### config.mk
export PLATFORM = sky130hd
export DESIGN_NAME = eie_decoder
export DESIGN_NICKNAME = d
export VERILOG_FILES = /design/src/hw/eie_pkg.sv /design/src/hw/eie_decoder.sv
export VERILOG_INCLUDE_DIRS = /design/src /design/src/hw
export SDC_FILE = /design/constraint.sdc
export NUM_CORES = 1
export LEC_CHECK = 0
export BUFFER_PORTS_ARGS = -buffer_cell sky130_fd_sc_hd__buf_2
export CAP_MARGIN = 20
export CORE_ASPECT_RATIO = 1.5
export CORE_UTILIZATION = 35
export CTS_CLUSTER_DIAMETER = 120
export CTS_CLUSTER_SIZE = 25
export DETAILED_ROUTE_END_ITERATION = 6
export PLACE_DENSITY_LB_ADDON = 0.15
export SETUP_SLACK_MARGIN = 0.5
export SYNTH_ARGS = -nofsm -noshare
export SYNTH_HDL_FRONTEND = slang
export SYNTH_SLANG_ARGS = --single-unit
export TNS_END_PERCENT = 50
### constraint.sdc
create_clock -name clk_sys -period 37.1 [get_ports clk_sys]
set_clock_uncertainty 0.15 [all_clocks]
set_input_delay 7.42 -clock clk_sys [delete_from_list [all_inputs] [get_ports clk_sys]]
set_output_delay 7.42 -clock clk_sys [all_outputs]
set_load 0.02 [all_outputs]
### src/hw/eie_params.svh
`ifndef EIE_PARAMS_SVH
`define EIE_PARAMS_SVH
// escape prefix and second-byte encodings
`define EIE_ESCAPE        8'ha5
`define EIE_OP_BREAK      8'h00
`define EIE_OP_ASR        8'h03
`define EIE_OP_MOVC_ALT   8'h07
`define EIE_OP_LSL        8'h13
`define EIE_OP_CLR        8'h06
`define EIE_OP_JMP_APC    8'h73
`define EIE_OP_MOV_ALT    8'h90
`define EIE_OP_INC_ALT    8'ha3
`define EIE_OP_MAC        8'ha4
`define EIE_OP_MOVX_RD    8'he0
`define EIE_OP_MOVX_WR    8'hf0
// cycle counts per instruction
`define EIE_CYC_JMP       4'h3
`define EIE_CYC_SHIFT     4'h2
`define EIE_CYC_MOVC      4'h4
`define EIE_CYC_MOVI      4'h3
`define EIE_CYC_INC       4'h3
`define EIE_CYC_MAC       4'h9
`define EIE_CYC_X_ONCHIP  4'h3
`define EIE_CYC_X_OTHER   4'h5
`define EIE_CYC_BREAK     4'h2
// pc advance for a two-byte instruction
`define EIE_PC_STEP       16'h0002
// reset values
`define EIE_MAC_RST       40'h00_0000_0000
`define EIE_DPTR_RST      16'h0000
`endif

### src/hw/eie_pkg.sv
package eie_pkg;
  // target space of an external access
  typedef enum logic [1:0] {
    eie_space_onchip,
    eie_space_flash,
    eie_space_external
  } eie_space_type;
  // memory request toward program/data memories
  typedef struct packed {
    logic        code_rd;
    logic        data_rd;
    logic        data_wr;
    logic [15:0] addr;
    logic [7:0]  wdata;
  } eie_mem_req_type;
  // flag update toward the core
  typedef struct packed {
    logic ov_set;
    logic cy_wr;
    logic cy_val;
  } eie_flag_upd_type;
endpackage

### src/hw/eie_decoder.sv
`timescale 1ns/1ns
`include "eie_params.svh"
// Notes on behaviour
// - escape byte then second byte picks operation
// - relative jump target is A plus PC+2
// - jump wraps 16 bits, A and flags kept
// - mac shift left, zero into bit 0
// - code lookup at A plus alternate pointer
// - immediate load: high byte, then low
// - alternate pointer is second when select low
// - signed 16x16 product added into mac
// - overflow sets flag, never clears it
// - carry follows sign of mac result
// - external read via alternate pointer, 3/5 cycles
// - external write via alternate pointer, same cycles
// - break without debug is two-cycle nop, except directly after an increment it steps the alternate pointer
// - break with debug enters debug handler
module eie_decoder (
  input  wire logic                      clk_sys,
  input  wire logic                      nrst,
  // -------------------------------------------------------------------
  // fetch side
  // -------------------------------------------------------------------
  input  wire logic                      byte_valid,       // fetched byte present
  input  wire logic [7:0]                byte_data,        // fetched byte
  input  wire logic [15:0]               pc_in,            // address of escape byte
  output logic                           busy,             // block owns the core
  output logic                           done,             // one-cycle completion
  output logic                           pc_load,          // load next fetch address
  output logic [15:0]                    pc_next,          // next fetch address
  // -------------------------------------------------------------------
  // core registers
  // -------------------------------------------------------------------
  input  wire logic [7:0]                acc,              // accumulator
  input  wire logic [7:0]                breg,             // b register
  input  wire logic [7:0]                acc_high_extension,
  input  wire logic [7:0]                b_high_extension,
  input  wire logic                      pointer_select_bit,
  input  wire logic                      on_chip_debug,    // debug enabled
  output logic                           acc_load,         // write accumulator
  output logic [7:0]                     acc_next,         // value for accumulator
  output eie_pkg::eie_flag_upd_type      flag_upd,         // flag updates
  output logic                           debug_enter,      // hand to debug handler
  output logic [15:0]                    first_data_pointer,
  output logic [15:0]                    second_data_pointer,
  output logic [39:0]                    mac_value,        // mac register
  // -------------------------------------------------------------------
  // memory side
  // -------------------------------------------------------------------
  input  wire eie_pkg::eie_space_type    data_space,       // space of current address
  output eie_pkg::eie_mem_req_type       mem_req,          // memory request
  input  wire logic [7:0]                mem_rdata         // read data, valid at done
);

  // -------------------------------------------------------------------
  // types and helpers
  // -------------------------------------------------------------------
  // sequencer states
  typedef enum logic [2:0] {
    eie_st_idle,       // waiting for escape
    eie_st_op,         // waiting for second byte
    eie_st_imm_hi,     // waiting for high immediate
    eie_st_imm_lo,     // waiting for low immediate
    eie_st_exec        // counting down cycles
  } eie_state_type;

  // 16-bit unsigned add of byte to word, wraps
  function automatic logic [15:0] add_byte(input logic [15:0] base, input logic [7:0] b);
    add_byte = base + {8'h00, b};
  endfunction

  // every escaped op not listed here completes on its opcode byte
  function automatic logic is_short(input logic [7:0] op);
    is_short = !(op == `EIE_OP_JMP_APC || op == `EIE_OP_MOVC_ALT ||
                 op == `EIE_OP_MAC     || op == `EIE_OP_INC_ALT  ||
                 op == `EIE_OP_MOV_ALT || op == `EIE_OP_MOVX_RD  ||
                 op == `EIE_OP_MOVX_WR);
  endfunction

  eie_state_type state;           // sequencer state
  logic [7:0]    opcode;          // latched second byte
  logic [3:0]    cnt;             // remaining cycles
  logic [7:0]    imm_hi;          // latched high immediate
  logic [15:0]   pc_base;         // escape byte address
  logic [15:0]   alt_ptr;         // unselected pointer
  logic          finish;          // last execute cycle
  logic [31:0]   product;         // signed product
  logic [39:0]   mac_sum;         // mac plus product
  logic          mac_ovf;         // two's complement overflow
  logic [7:0]    cur_op;          // opcode now in effect
  logic          short_done;      // two-cycle op ends on opcode byte

  // unselected pointer choice
  assign alt_ptr = pointer_select_bit ? first_data_pointer : second_data_pointer;
  // two-cycle ops finish in the cycle their opcode byte arrives
  assign short_done = (state == eie_st_op) && byte_valid && is_short(byte_data);
  // the opcode byte is still on the bus during its own cycle
  assign cur_op     = (state == eie_st_op) ? byte_data : opcode;
  assign finish     = short_done || ((state == eie_st_exec) && (cnt == 4'h1));

  // signed multiply accumulate
  assign product = 32'($signed({acc_high_extension, acc}) *
                       $signed({b_high_extension, breg}));
  // product sign-extended to forty bits
  assign mac_sum = mac_value + {{8{product[31]}}, product};
  // overflow when both addends share a sign the sum lacks
  assign mac_ovf = (mac_value[39] == product[31]) && (mac_sum[39] != mac_value[39]);

  // -------------------------------------------------------------------
  // sequencer
  // -------------------------------------------------------------------
  // steps escape, opcode, immediates, then a countdown
  always_ff @(posedge clk_sys or negedge nrst) begin
    if (!nrst) begin
      state   <= eie_st_idle;
      opcode  <= 8'h00;
      cnt     <= 4'h0;
      imm_hi  <= 8'h00;
      pc_base <= 16'h0000;
    end else begin
      case (state)
        // idle: only an escape byte matters
        eie_st_idle: begin
          // escape prefix starts an extended instruction
          if (byte_valid && byte_data == `EIE_ESCAPE) begin
            state   <= eie_st_op;
            pc_base <= pc_in;
          end
        end
        // opcode byte; no byte means wait
        eie_st_op: begin
          if (byte_valid) begin
            opcode <= byte_data;
            // cycles already spent: escape and opcode fetch
            if (byte_data == `EIE_OP_MOV_ALT) begin
              state <= eie_st_imm_hi;
            end else if (is_short(byte_data)) begin
              // shift, clear, break and unknown codes end here
              state <= eie_st_idle;
            end else begin
              state <= eie_st_exec;
              case (byte_data)
                `EIE_OP_JMP_APC:  cnt <= `EIE_CYC_JMP - 4'h2;
                `EIE_OP_MOVC_ALT: cnt <= `EIE_CYC_MOVC - 4'h2;
                `EIE_OP_MAC:      cnt <= `EIE_CYC_MAC - 4'h2;
                `EIE_OP_INC_ALT:  cnt <= `EIE_CYC_INC - 4'h2;
                `EIE_OP_MOVX_RD,
                `EIE_OP_MOVX_WR: begin
                  // onchip space is faster than flash or external
                  if (data_space == eie_pkg::eie_space_onchip) begin
                    cnt <= `EIE_CYC_X_ONCHIP - 4'h2;
                  end else begin
                    cnt <= `EIE_CYC_X_OTHER - 4'h2;
                  end
                end
                default:          cnt <= `EIE_CYC_SHIFT - 4'h1;  // short ops end above
              endcase
            end
          end
        end
        // high immediate byte comes first
        eie_st_imm_hi: begin
          if (byte_valid) begin
            imm_hi <= byte_data;
            state  <= eie_st_imm_lo;
          end
        end
        // low byte; pointer written on this edge
        eie_st_imm_lo: begin
          if (byte_valid) begin
            state <= eie_st_exec;
            cnt   <= 4'h1;
          end
        end
        // count down to the last cycle
        eie_st_exec: begin
          cnt <= cnt - 4'h1;
          // back to idle after the last cycle
          if (cnt == 4'h1) begin
            state <= eie_st_idle;
          end
        end
        // stray state code falls back to idle
        default: state <= eie_st_idle;
      endcase
    end
  end

  // -------------------------------------------------------------------
  // mac register
  // -------------------------------------------------------------------
  // forty-bit accumulator, reset to zero
  always_ff @(posedge clk_sys or negedge nrst) begin
    if (!nrst) begin
      mac_value <= `EIE_MAC_RST;
    end else if (finish) begin
      // only shift, clear and mac touch the register
      // short ops use the opcode byte still on the bus
      case (cur_op)
        `EIE_OP_LSL: mac_value <= {mac_value[38:0], 1'b0};
        `EIE_OP_ASR: mac_value <= {mac_value[39], mac_value[39:1]};
        `EIE_OP_CLR: mac_value <= `EIE_MAC_RST;
        `EIE_OP_MAC: mac_value <= mac_sum;
        // every other op keeps the value
        default:     mac_value <= mac_value;
      endcase
    end
  end

  // -------------------------------------------------------------------
  // data pointers
  // -------------------------------------------------------------------
  // two pointers, only the unselected one is written
  always_ff @(posedge clk_sys or negedge nrst) begin
    if (!nrst) begin
      first_data_pointer  <= `EIE_DPTR_RST;
      second_data_pointer <= `EIE_DPTR_RST;
    end else if (state == eie_st_imm_lo && byte_valid) begin
      // immediate into unselected pointer
      if (pointer_select_bit) begin
        first_data_pointer <= {imm_hi, byte_data};
      end else begin
        second_data_pointer <= {imm_hi, byte_data};
      end
    end else if (finish && opcode == `EIE_OP_INC_ALT) begin
      // increment with wrap
      // unselected pointer steps by one
      if (pointer_select_bit) begin
        first_data_pointer <= first_data_pointer + 16'h0001;
      end else begin
        second_data_pointer <= second_data_pointer + 16'h0001;
      end
    end
  end

  // -------------------------------------------------------------------
  // completion outputs
  // -------------------------------------------------------------------
  // done and pc_load follow finish; the other strobes default low and the case below raises them per opcode
  always_comb begin
    // busy from opcode cycle through done
    busy        = (state != eie_st_idle);
    done        = finish;
    pc_load     = finish;
    // plain advance past the two instruction bytes
    pc_next     = pc_base + `EIE_PC_STEP;
    acc_load    = 1'b0;
    // read data passes straight through to the accumulator
    acc_next    = mem_rdata;
    // flags, debug and memory stay quiet unless decoded
    flag_upd    = '0;
    debug_enter = 1'b0;
    mem_req     = '0;
    // short ops act in the opcode cycle, long ops while counting
    if (state == eie_st_exec || short_done) begin
      case (cur_op)
        `EIE_OP_JMP_APC: begin
          // target A plus PC+2, wraps, A untouched
          pc_next = add_byte(pc_base + `EIE_PC_STEP, acc);
        end
        `EIE_OP_MOV_ALT: begin
          // four bytes fetched for the immediate form
          pc_next = pc_base + `EIE_PC_STEP + `EIE_PC_STEP;
        end
        `EIE_OP_MOVC_ALT: begin
          // code byte at A plus alternate pointer
          mem_req.code_rd = 1'b1;
          mem_req.addr    = add_byte(alt_ptr, acc);
          acc_load        = finish;
        end
        `EIE_OP_MOVX_RD: begin
          // read held for whole execute, data taken at done
          mem_req.data_rd = 1'b1;
          mem_req.addr    = alt_ptr;
          acc_load        = finish;
        end
        `EIE_OP_MOVX_WR: begin
          // write strobe only in the last cycle
          mem_req.data_wr = finish;
          mem_req.addr    = alt_ptr;
          mem_req.wdata   = acc;
        end
        `EIE_OP_MAC: begin
          // flags only move in the last cycle
          if (finish) begin
            flag_upd.ov_set = mac_ovf;
            flag_upd.cy_wr  = 1'b1;
            flag_upd.cy_val = mac_sum[39];
          end
        end
        `EIE_OP_BREAK: begin
          // disabled debug leaves a plain nop, except directly after an increment, when the alternate pointer steps again
          debug_enter = finish && on_chip_debug;
        end
        default: begin
          // other codes drive nothing beyond the defaults
        end
      endcase
    end
  end

endmodule

; Yosys cells after proc, flatten, opt, wreduce, memory -nomap -nowiden
; Cells that the tools add are included.
[totals]
elab_cells = 133
ff_bits = 111
input_bits = 71
[classes]
n_mul = 1
n_reduce_logical = 37
n_bitwise = 1
muxes = 41
n_eq_ne = 36
n_addsub = 8
[op_table]
columns = operator, count
row1 = $mux W16, 10
row2 = $pmux W40 S4, 1
row3 = $eq A8 B8 Y1 const B, 11
row4 = $pmux W16 S2, 2
row5 = $add A40 B40 Y40, 1
row6 = $add A16 B1 Y16 const B, 2
row7 = $add A16 B2 Y16 const B, 2
row8 = $add A16 B8 Y16, 2
row9 = $mul A16 B16 Y32, 1
row10 = $mux W3, 10
row11 = $mux W27, 1
row12 = $eq A8 B3 Y1 const B, 3
row13 = $ne A2 B2 Y1 const B, 10
row14 = $eq A8 B7 Y1 const B, 2
row15 = $mux W4, 4
row16 = $mux W8, 2
row17 = $pmux W3 S5, 1
row18 = $pmux W4 S3, 1
row19 = $reduce_and A5 Y1, 2
row20 = $pmux W3 S3, 1
row21 = $reduce_and A3 Y1, 3
row22 = $reduce_bool A3 Y1, 3
row23 = $eq A8 B2 Y1 const B, 1
row24 = $eq A8 B5 Y1 const B, 1
row25 = other kinds (21), 47

; Longest topological paths before layout
; Gate-level depths: netlist of the first run.
[depth]
ltp_word = 13
depth_mapped = 36

; Worst setup path before layout of the first run
; No wires, ideal clock.
[synth_path]
path_kind = in2out
from = in acc_high_extension[7]
to = out flag_upd[2] (netlist bit)
cell_stages = 30
required_ns = 29.530
t_arrival_ns = 15.156
setup_slack_ns = 14.374
path_cell_list = clkbuf_1 > nand2_1 > inv_1 > fa_1 > fa_1 > fa_1 > fa_1 > fa_1 > inv_1 > fa_1 > inv_1 > ha_1 > clkbuf_1 > nand4_1 > nor2_1 > a22oi_1 > o41ai_2 > o21a_1 > a221oi_2 > xnor2_2 > ha_1 > clkbuf_1 > nand2_1 > nor3_1 > nand3_1 > a31o_2 > nand3_1 > o21ai_0 > or3_1 > a21oi_1
[synth_lines]
columns = item, line
row1 = start: declaration, eie_decoder.sv:36  ; input wire logic [7:0] acc_high_extension,
row2 = end: declaration, eie_decoder.sv:42  ; output eie_pkg::eie_flag_upd_type flag_upd,

==> results.tsv, run 1 <==
metric	value	unit
min_path_cells	1	
failed_checks	DRC	
hold_class	reg -> reg	
grt_usage	22.6	%
cpPeakStageDelay	0.56	ns
crit_fanout	19	
synthSimpleGateAreaFrac	17.5	%
dp_hpwl	50700	µm
final_nets	2918	
drc	16	
relSlewSlack	30.6	%
async_flop_share	100	%
dr.pass1.iters	7	
synth.net_count	2821	
die_area	0.0580	mm²
start_util	35.6	%
insertion_delay	0.39	ns
worstPathArrival	16.27	ns
critPathCaptureType	primary output	
grt_max_degree	61	
holdBufCountCts	0	
start_kind	input port	
wl_per_cell	19.8	µm
max_freq	42.0	MHz
grt_setup_unrepaired	no	
crit_type	in -> out	
chipWidth	197	µm
syn_to_final_growth	9.13	%
ys_warn_count	0	
postCtsResizedCells	0	
ys.flop_type	dfrtp_1	
tightest_slew	1.04	ns
synthCells	2342	
reg2reg_depth	11	
synth.area.mux_share	2.66	%
drive_gt1_share	11.4	%
grt_pass1_wl	102000	µm
seq_area_frac_synth	13.9	%
drtIter0Drc	838	
crit_top_cell	fa_1	
r2r_setup_slack	33.18	ns
cts_tree	yes	
detail-route-antenna-nets	0	
hp-start	imm_hi[7]	
synth_cell_types	90	
setup_tns	0	ns
cts-root-buf	clkbuf_16	
hold_end	imm_hi[7]	
gp_congestion	0.886	
antenna_found_initial	2	
synthXorXnorAreaFrac	4.60	%
period_share	64.3	%
core-area	0.0561	mm²
ys_ff_latch	111	
avgSynthCellArea	8.52	µm²
clk_pin_slew_worst_paths	0.08	ns
vias	17100	
die_h	294	µm
n_fill_cell	5797	
grt_pass1_vias	18400	
critPathSlowestCell	fa_1	
synth_top_family_by_area	adder cells	
synthAdderAreaFrac	35.5	%
netlist_area	0.0200	mm²
post_cts_buffers	0	
synth_edf_count	0	
maxCapViolCount	0	
period_minus_slack	23.84	ns
report.final.hold_viol_count	0	
numClockSinks	111	
cts_buffer_depth	2	
status	finished, violations left	
synth_compound_area_share	16.6	%
io_pins	202	
routed_wl	63200	µm
fp-row-count	106	
port_buffers	185	
slew_violations	0	
r2r-start	state[2]	
r2r-end	mac_value[33]	
required	29.53	ns
cts_buffers	9	
viasPerCell	5.33	
cts_htree_levels	3	
setup_viol	0	
grt.overflow.total	0	
==> cell type report <==
type	count	area [µm²]	area share, %
clock inverters	5	42.5	0.195
clock buffers	11	253	1.16
well taps	756	946	4.34
inverters	344	1290	5.93
repair buffers	200	1070	4.93
diodes	1	2.50	0.0115
flip-flops and latches	111	2780	12.8
multi-input cells	1773	15400	70.7
==> metal layers <==
layer  wire, µm  GRT usage [%]  share of wire (%)  up-vias
li1           -              -                  -     8010
met1      24200           25.2                 38     8522
met2      34200           43.1                 54      438
met3       2910           3.19                4.6      104
met4       1970           8.17                3.1        2
met5         13              0              0.021        -
==> logic make-up (layout without fill, tap and decap cells) <==
family	Yosys count	after routing
and+or+nand+nor	712	712
AOI/OAI and AO/OA	502	502
buffers and inverters	458	560
DFF	111	111
xor gates and xnor gates	103	103
adders and majority gates	408	408
muxes	48	48
other	0	1
==> layout by cell type, fill, tap and decap left out, types with 35 or more instances in the layout <==
cell type    n
fa_1       265
dfrtp_1    111
ha_1       143
a21oi_1    128
buf_2      184
inv_1      343
nor2_1     123
xnor2_1     71
nand2_1    255
o21ai_0    112
a21o_1      35
and2_1     136
nand3_1     47
==> registers in the layout, summed over array words and instances, names as in the netlist <==
name / cells
second_data_pointer: 16
state: 3
opcode: 8
first_data_pointer: 16
pc_base: 16
mac_value: 40
imm_hi: 8
cnt: 4
==> worst max-delay path by stage <==
stage                           from           to  slack (ns)
2_1_floorplan  acc_high_extension[7]  flag_upd[2]       14.37
3_3_place_gp                  acc[7]  flag_upd[0]       13.42
5_1_grt                       acc[6]  flag_upd[0]       12.81
4_1_cts                       acc[7]  flag_upd[0]       13.26
6_report                      acc[7]  flag_upd[0]       13.26
3_5_place_dp                  acc[7]  flag_upd[0]       13.31
==> cells in the mapped netlist, drive strengths merged, types with 13 or more instances <==
cell type | n | area share (%)
inv | 344 | 6.5
fa | 265 | 27
nand2 | 255 | 4.8
ha | 143 | 9.0
and2 | 137 | 4.3
a21oi | 132 | 3.4
nor2 | 125 | 2.4
o21ai | 115 | 2.9
dfrtp | 111 | 14
clkbuf | 78 | 1.5
xnor2 | 73 | 3.3
nand3 | 47 | 1.2
a21o | 36 | 1.4
buf | 36 | 1.2
nor3 | 34 | 0.96
mux2 | 31 | 1.7
xor2 | 30 | 1.3
o22ai | 28 | 0.88
a222oi | 26 | 1.3
a31oi | 24 | 0.75
and3 | 22 | 0.71
mux2i | 17 | 0.92
nand2b | 17 | 0.53
o21bai | 17 | 0.64
o21a | 15 | 0.56
a2bb2oi | 13 | 0.57
==> per-stage QoR <==
stage          util, %  cells  hold slack (ns)  worst slack, ns  area [µm²]
6_report          38.8   3201            0.372            13.26       21800
5_1_grt           38.8   3200            0.386            12.81       21800
4_1_cts           38.8   3197            0.374            13.26       21700
3_5_place_dp      38.2   3181            0.356            13.31       21400
3_3_place_gp      38.2   3179            0.345            13.42       21400
2_1_floorplan        -   2342            0.331            14.37       20000
==> worst max-delay path, delay by kind of cell <==
kind,cells,cell delay [ns]
fa+ha+maj,8,3.82
simple gates,4,0.52
compound gates,13,3.02
xor+xnor,3,0.53
buf+inv,7,0.92
Power of run 1 is not shown: default switching activity piles up to over one toggle a cycle in this logic, so the estimate is an artifact.
==> inputs of run 2 (changes only) <==
- clock period: 37.1 -> 20.1 ns (I/O delays scaled with it)
==> run 2 against run 1 <==
Compared with the run above:
- the flow now finishes without violations
- die area did not move
- clock-buffer cell count fell by 1
- final cell count about the same
- sequential cell count did not move
- critical endpoint unchanged
==> results.tsv, run 2 (same netlist as run 1, synthesis figures left out) <==
metric	value	unit	change
insertion_delay	0.40	ns	about the same
setup_tns	0	ns	unchanged
grt_max_degree	61		unchanged
crit_type	in -> out		
clk_pin_slew_worst_paths	0.08	ns	about the same
diodes	0		-1
port_buffers	185		unchanged
maxCapViolCount	0		unchanged
start_kind	input port		
grt_usage	22.8	%	+0.15 points
dr.pass1.iters	6		-1
tightest_slew	1.03	ns	-0.0159 ns
cts_buffer_depth	2		unchanged
period_minus_slack	17.02	ns	
post_cts_buffers	0		unchanged
detail-route-antenna-nets	0		unchanged
drive_gt1_share	11.4	%	unchanged
gp_congestion	0.885		-0.14%
hold_class	reg -> reg		
numClockSinks	111		unchanged
dp_hpwl	51000	µm	+0.55%
io_pins	202		unchanged
antenna_found_initial	2		unchanged
cts_buffers	9		unchanged
grt_setup_unrepaired	no		
period_share	84.7	%	
relSlewSlack	31.6	%	+1.1 points
postCtsResizedCells	0		unchanged
cpPeakStageDelay	0.55	ns	about the same
die_h	294	µm	unchanged
final_common_cell	inv_1		
largest_reg_flops	40		unchanged
holdBufCountCts	0		unchanged
grt_pass1_wl	103000	µm	+0.48%
final_nets	2918		unchanged
crit_fanout	19		unchanged
viasPerCell	5.37		+0.70%
critPathSlowestCell	fa_1		
worstPathArrival	12.85	ns	-3.42 ns
crit_family	adder cells		
largest-register	mac_value		
critPathBufInv	7		unchanged
start_util	35.6	%	unchanged
grt_pass1_vias	18500		+0.93%
fp-row-count	106		unchanged
max_freq	58.8	MHz	
reg2reg_depth	10		-1
drc	0		-16
cts_htree_levels	3		unchanged
wl_per_cell	19.9	µm	+0.63%
slew_violations	0		unchanged
crit_top_cell	fa_1		
grt.overflow.total	0		unchanged
routed_wl	63600	µm	+0.59%
cts_tree	yes		
setup_viol	0		unchanged
drtIter0Drc	999		+19%
chipWidth	197	µm	unchanged
vias	17200		+0.67%
hold_ws	0.373	ns	+0.000877 ns
cp.depth	35		unchanged
cts-root-buf	clkbuf_16		
required	15.93	ns	-13.60 ns
syn_to_final_growth	9.22	%	about the same
critPathCaptureType	primary output		
min_path_cells	1		unchanged
core-area	0.0561	mm²	unchanged
status	finished, final reports clean		
report.final.hold_viol_count	0		unchanged
layout_common_cells	inv_1, fa_1, nand2_1, buf_2, ha_1		
die_area	0.0580	mm²	unchanged
## run 2: stage by stage
step | setup slack, ns | util, % | cell area, µm² | instances
floorplan | 4.17 | - | 20000 | 2342
global placement | 3.24 | 38.2 | 21400 | 3179
detailed placement | 3.16 | 38.2 | 21400 | 3181
CTS | 3.12 | 38.8 | 21800 | 3197
global route | 2.68 | 38.9 | 21800 | 3200
finish | 3.08 | 38.9 | 21800 | 3200
## run 2: worst paths after layout
| path | start | end | slack (ns) |
|---|---|---|---|
| worst min register to register | imm_hi[0] | imm_hi[0] | 0.37 |
| worst min-delay path | imm_hi[0] | imm_hi[0] | 0.37 |
| worst max register to register | state[2] | mac_value[34] | 15.94 |
| max in group asynchronous | nrst | first_data_pointer[3] | 14.78 |
| worst max-delay path | acc[7] | flag_upd[0] | 3.08 |
| min in group asynchronous | nrst | pc_base[6] | 3.30 |
## run 2: cell type report
type                    count  area, µm²
flip-flops and latches    111       2780
fillers                  5806      34300
inverters                 344       1290
multi-input cells        1773      15400
clock inverters             6       68.8
well taps                 756        946
repair buffers            200       1080
clock buffers              10        239
## run 2: worst reg2reg max path, stage by stage, from the launching register on
cell and delay [ns]:
dfrtp_1 0.58, or3b_1 0.64, mux2i_4 0.55, nand2_1 0.22
nor2_4 0.54, buf_16 0.25, a21oi_4 0.13, a21oi_2 0.17
buf_4 0.36, nand2_1 0.10, o32a_1 0.36
## run 2: per-layer routing
metal,global-route usage [%],routed length [µm],vias up
met4,7.73,1840,0
met3,3.79,3300,107
met1,25.2,23900,8599
li1,-,-,7989
met5,0,0,-
met2,43.4,34600,495
Power of run 2 is left out for the same reason.
==> inputs of run 3 (changes only) <==
- ABC_AREA: unset -> 1
- clock period: 20.1 -> 17.4 ns (I/O delays scaled with it)
==> run 3 against run 2 <==
Compared with the run above:
- first-iteration DRC count is 3.0% higher
- utilization shrank 0.55 points
- synthesized cell count rose by 37%
- sequential share of layout area fell by 0.88 points
- worst setup slack got worse by 0.65 ns
- via count is 16% higher
- critical endpoint unchanged
==> results.tsv, run 3 <==
metric	value	unit	change
detail-route-antenna-nets	0		unchanged
grt_setup_unrepaired	no		
grt_pass1_wl	112000	µm	+8.9%
drive_gt1_share	8.00	%	-3.4 points
core-area	0.0611	mm²	+8.9%
synthMostInstantiatedCell	nand2_1		
wl_per_cell	17.1	µm	-14%
postCtsResizedCells	0		unchanged
drc	0		unchanged
cts_tree	yes		
grt_max_degree	71		+16%
max_freq	66.8	MHz	
start_kind	input port		
critPathSlowestCell	fa_1		
synthTopCellsByArea	fa_1, nand2_1, dfrtp_1		
cts_buffers	9		unchanged
relSlewSlack	34.5	%	+2.9 points
min_path_cells	2		+1
io_pins	202		unchanged
chipWidth	205	µm	+4.1%
dp_hpwl	57900	µm	+14%
maxCapViolCount	0		unchanged
grt.overflow.total	0		unchanged
required	13.77	ns	-2.16 ns
synth_top_area_share	24.5	%	-2.1 points
diodes	0		unchanged
antenna_found_initial	0		-2
synth_edf_count	0		unchanged
setup_slack	2.43	ns	-0.654 ns
worstPathArrival	11.34	ns	-1.51 ns
hold_ws	0.337	ns	-0.0356 ns
hold_class	reg -> reg		
synth_largest_area_cell	fa_1		
die_area	0.0629	mm²	+8.4%
cpPeakStageDelay	0.55	ns	about the same
clk_pin_slew_worst_paths	0.08	ns	about the same
syn_to_final_growth	8.11	%	
cts_buffer_depth	2		unchanged
ys_warn_count	0		unchanged
largest_reg_flops	40		unchanged
period_minus_slack	14.97	ns	
setup_viol	0		unchanged
reg2reg_depth	13		+3
dr.pass1.iters	6		unchanged
report.final.hold_viol_count	0		unchanged
start_util	35.4	%	-0.15 points
setup_tns	0	ns	unchanged
async_flop_share	100	%	unchanged
cts_htree_levels	3		unchanged
tightest_slew	0.982	ns	-0.0437 ns
port_buffers	185		unchanged
pre_cts_slack	2.34	ns	-0.816 ns
seq_area_frac_synth	12.8	%	-1.1 points
period_share	86.0	%	
slew_violations	0		unchanged
ys.flop_type	dfrtp_1		
synth.net_count	3683		+31%
crit_top_cell	nand2_1		
avgSynthCellArea	6.76	µm²	-21%
status	finished, final reports clean		
netlist_area	0.0216	mm²	+8.5%
insertion_delay	0.39	ns	about the same
yosys-top-cells-count	nand2_1, inv_1, fa_1, nor2_1, o21ai_0		
vias	20000		+16%
cts-root-buf	clkbuf_16		
numClockSinks	111		unchanged
largest-register	mac_value		
synthCells	3204		+37%
die_h	307	µm	+4.1%
fp-row-count	111		+4.7%
grt_usage	22.9	%	+0.084 points
viasPerCell	4.88		-9.2%
synth_cell_types	53		-41%
final_nets	3776		+29%
drtIter0Drc	1029		+3.0%
routed_wl	70000	µm	+10%
ys_ff_latch	111		unchanged
holdBufCountCts	0		unchanged
layout_common_cells	nand2_1, inv_1, fa_1, nor2_1, buf_2		
crit_fanout	19		unchanged
crit_type	in -> out		
final_common_cell	nand2_1		
critPathCaptureType	primary output		
gp_congestion	0.902		+1.9%
grt_pass1_vias	20300		+9.6%
post_cts_buffers	0		unchanged
-- run 3: through the flow --
| stage | area (µm²) | util (%) | instances |
|---|---|---|---|
| finish | 23400 | 38.3 | 4093 |
| global route | 23400 | 38.3 | 4093 |
| CTS | 23400 | 38.3 | 4092 |
| detailed placement | 23100 | 37.7 | 4076 |
| global placement | 23100 | 37.7 | 4076 |
| floorplan | 21600 | - | 3204 |
-- run 3: kinds of logic after synthesis --
logic type	synth area share, %
AO/OA/AOI/OAI	10.9
XOR/XNOR	2.31
adder cells (fa/ha/maj)	32.8
buffers and inverters	14.7
flip-flops	12.8
multiplexers	0.364
AND/OR/NAND/NOR	26.1
-- run 3: final timing paths --
path / startpoint / end / slack (ns)
max: acc[7] / flag_upd[0] / 2.43
min: imm_hi[1] / imm_hi[1] / 0.34
max reg2reg: state[2] / mac_value[24] / 13.65
min reg2reg: imm_hi[1] / imm_hi[1] / 0.34
max in group asynchronous: nrst / mac_value[28] / 12.79
min in group asynchronous: nrst / second_data_pointer[10] / 3.06
-- run 3: area by class of cell --
cell class / instances / area (µm²)
tap: 791 / 990
clock inverter: 7 / 90.1
timing repair buffer: 191 / 991
inverter: 705 / 2650
multi-input combinational: 2279 / 15700
clock buffer: 9 / 225
fill: 6788 / 37700
sequential: 111 / 2780
-- run 3: layer usage --
metal	track usage (%)	up-vias	wire, µm
met5	0	-	0
met4	7.15	0	1890
met3	1.43	98	1830
met2	43.2	356	37200
met1	27.2	9544	29100
li1	-	9958	-
-- run 3: critical path: cells and delay by family --
kind	cells	cell delay [ns]
fa+ha+maj	8	3.78
simple gates	16	2.41
buf+inv	7	0.91
compound gates	2	0.38
xor+xnor	1	0.34
Power of run 3 is left out for the same reason.
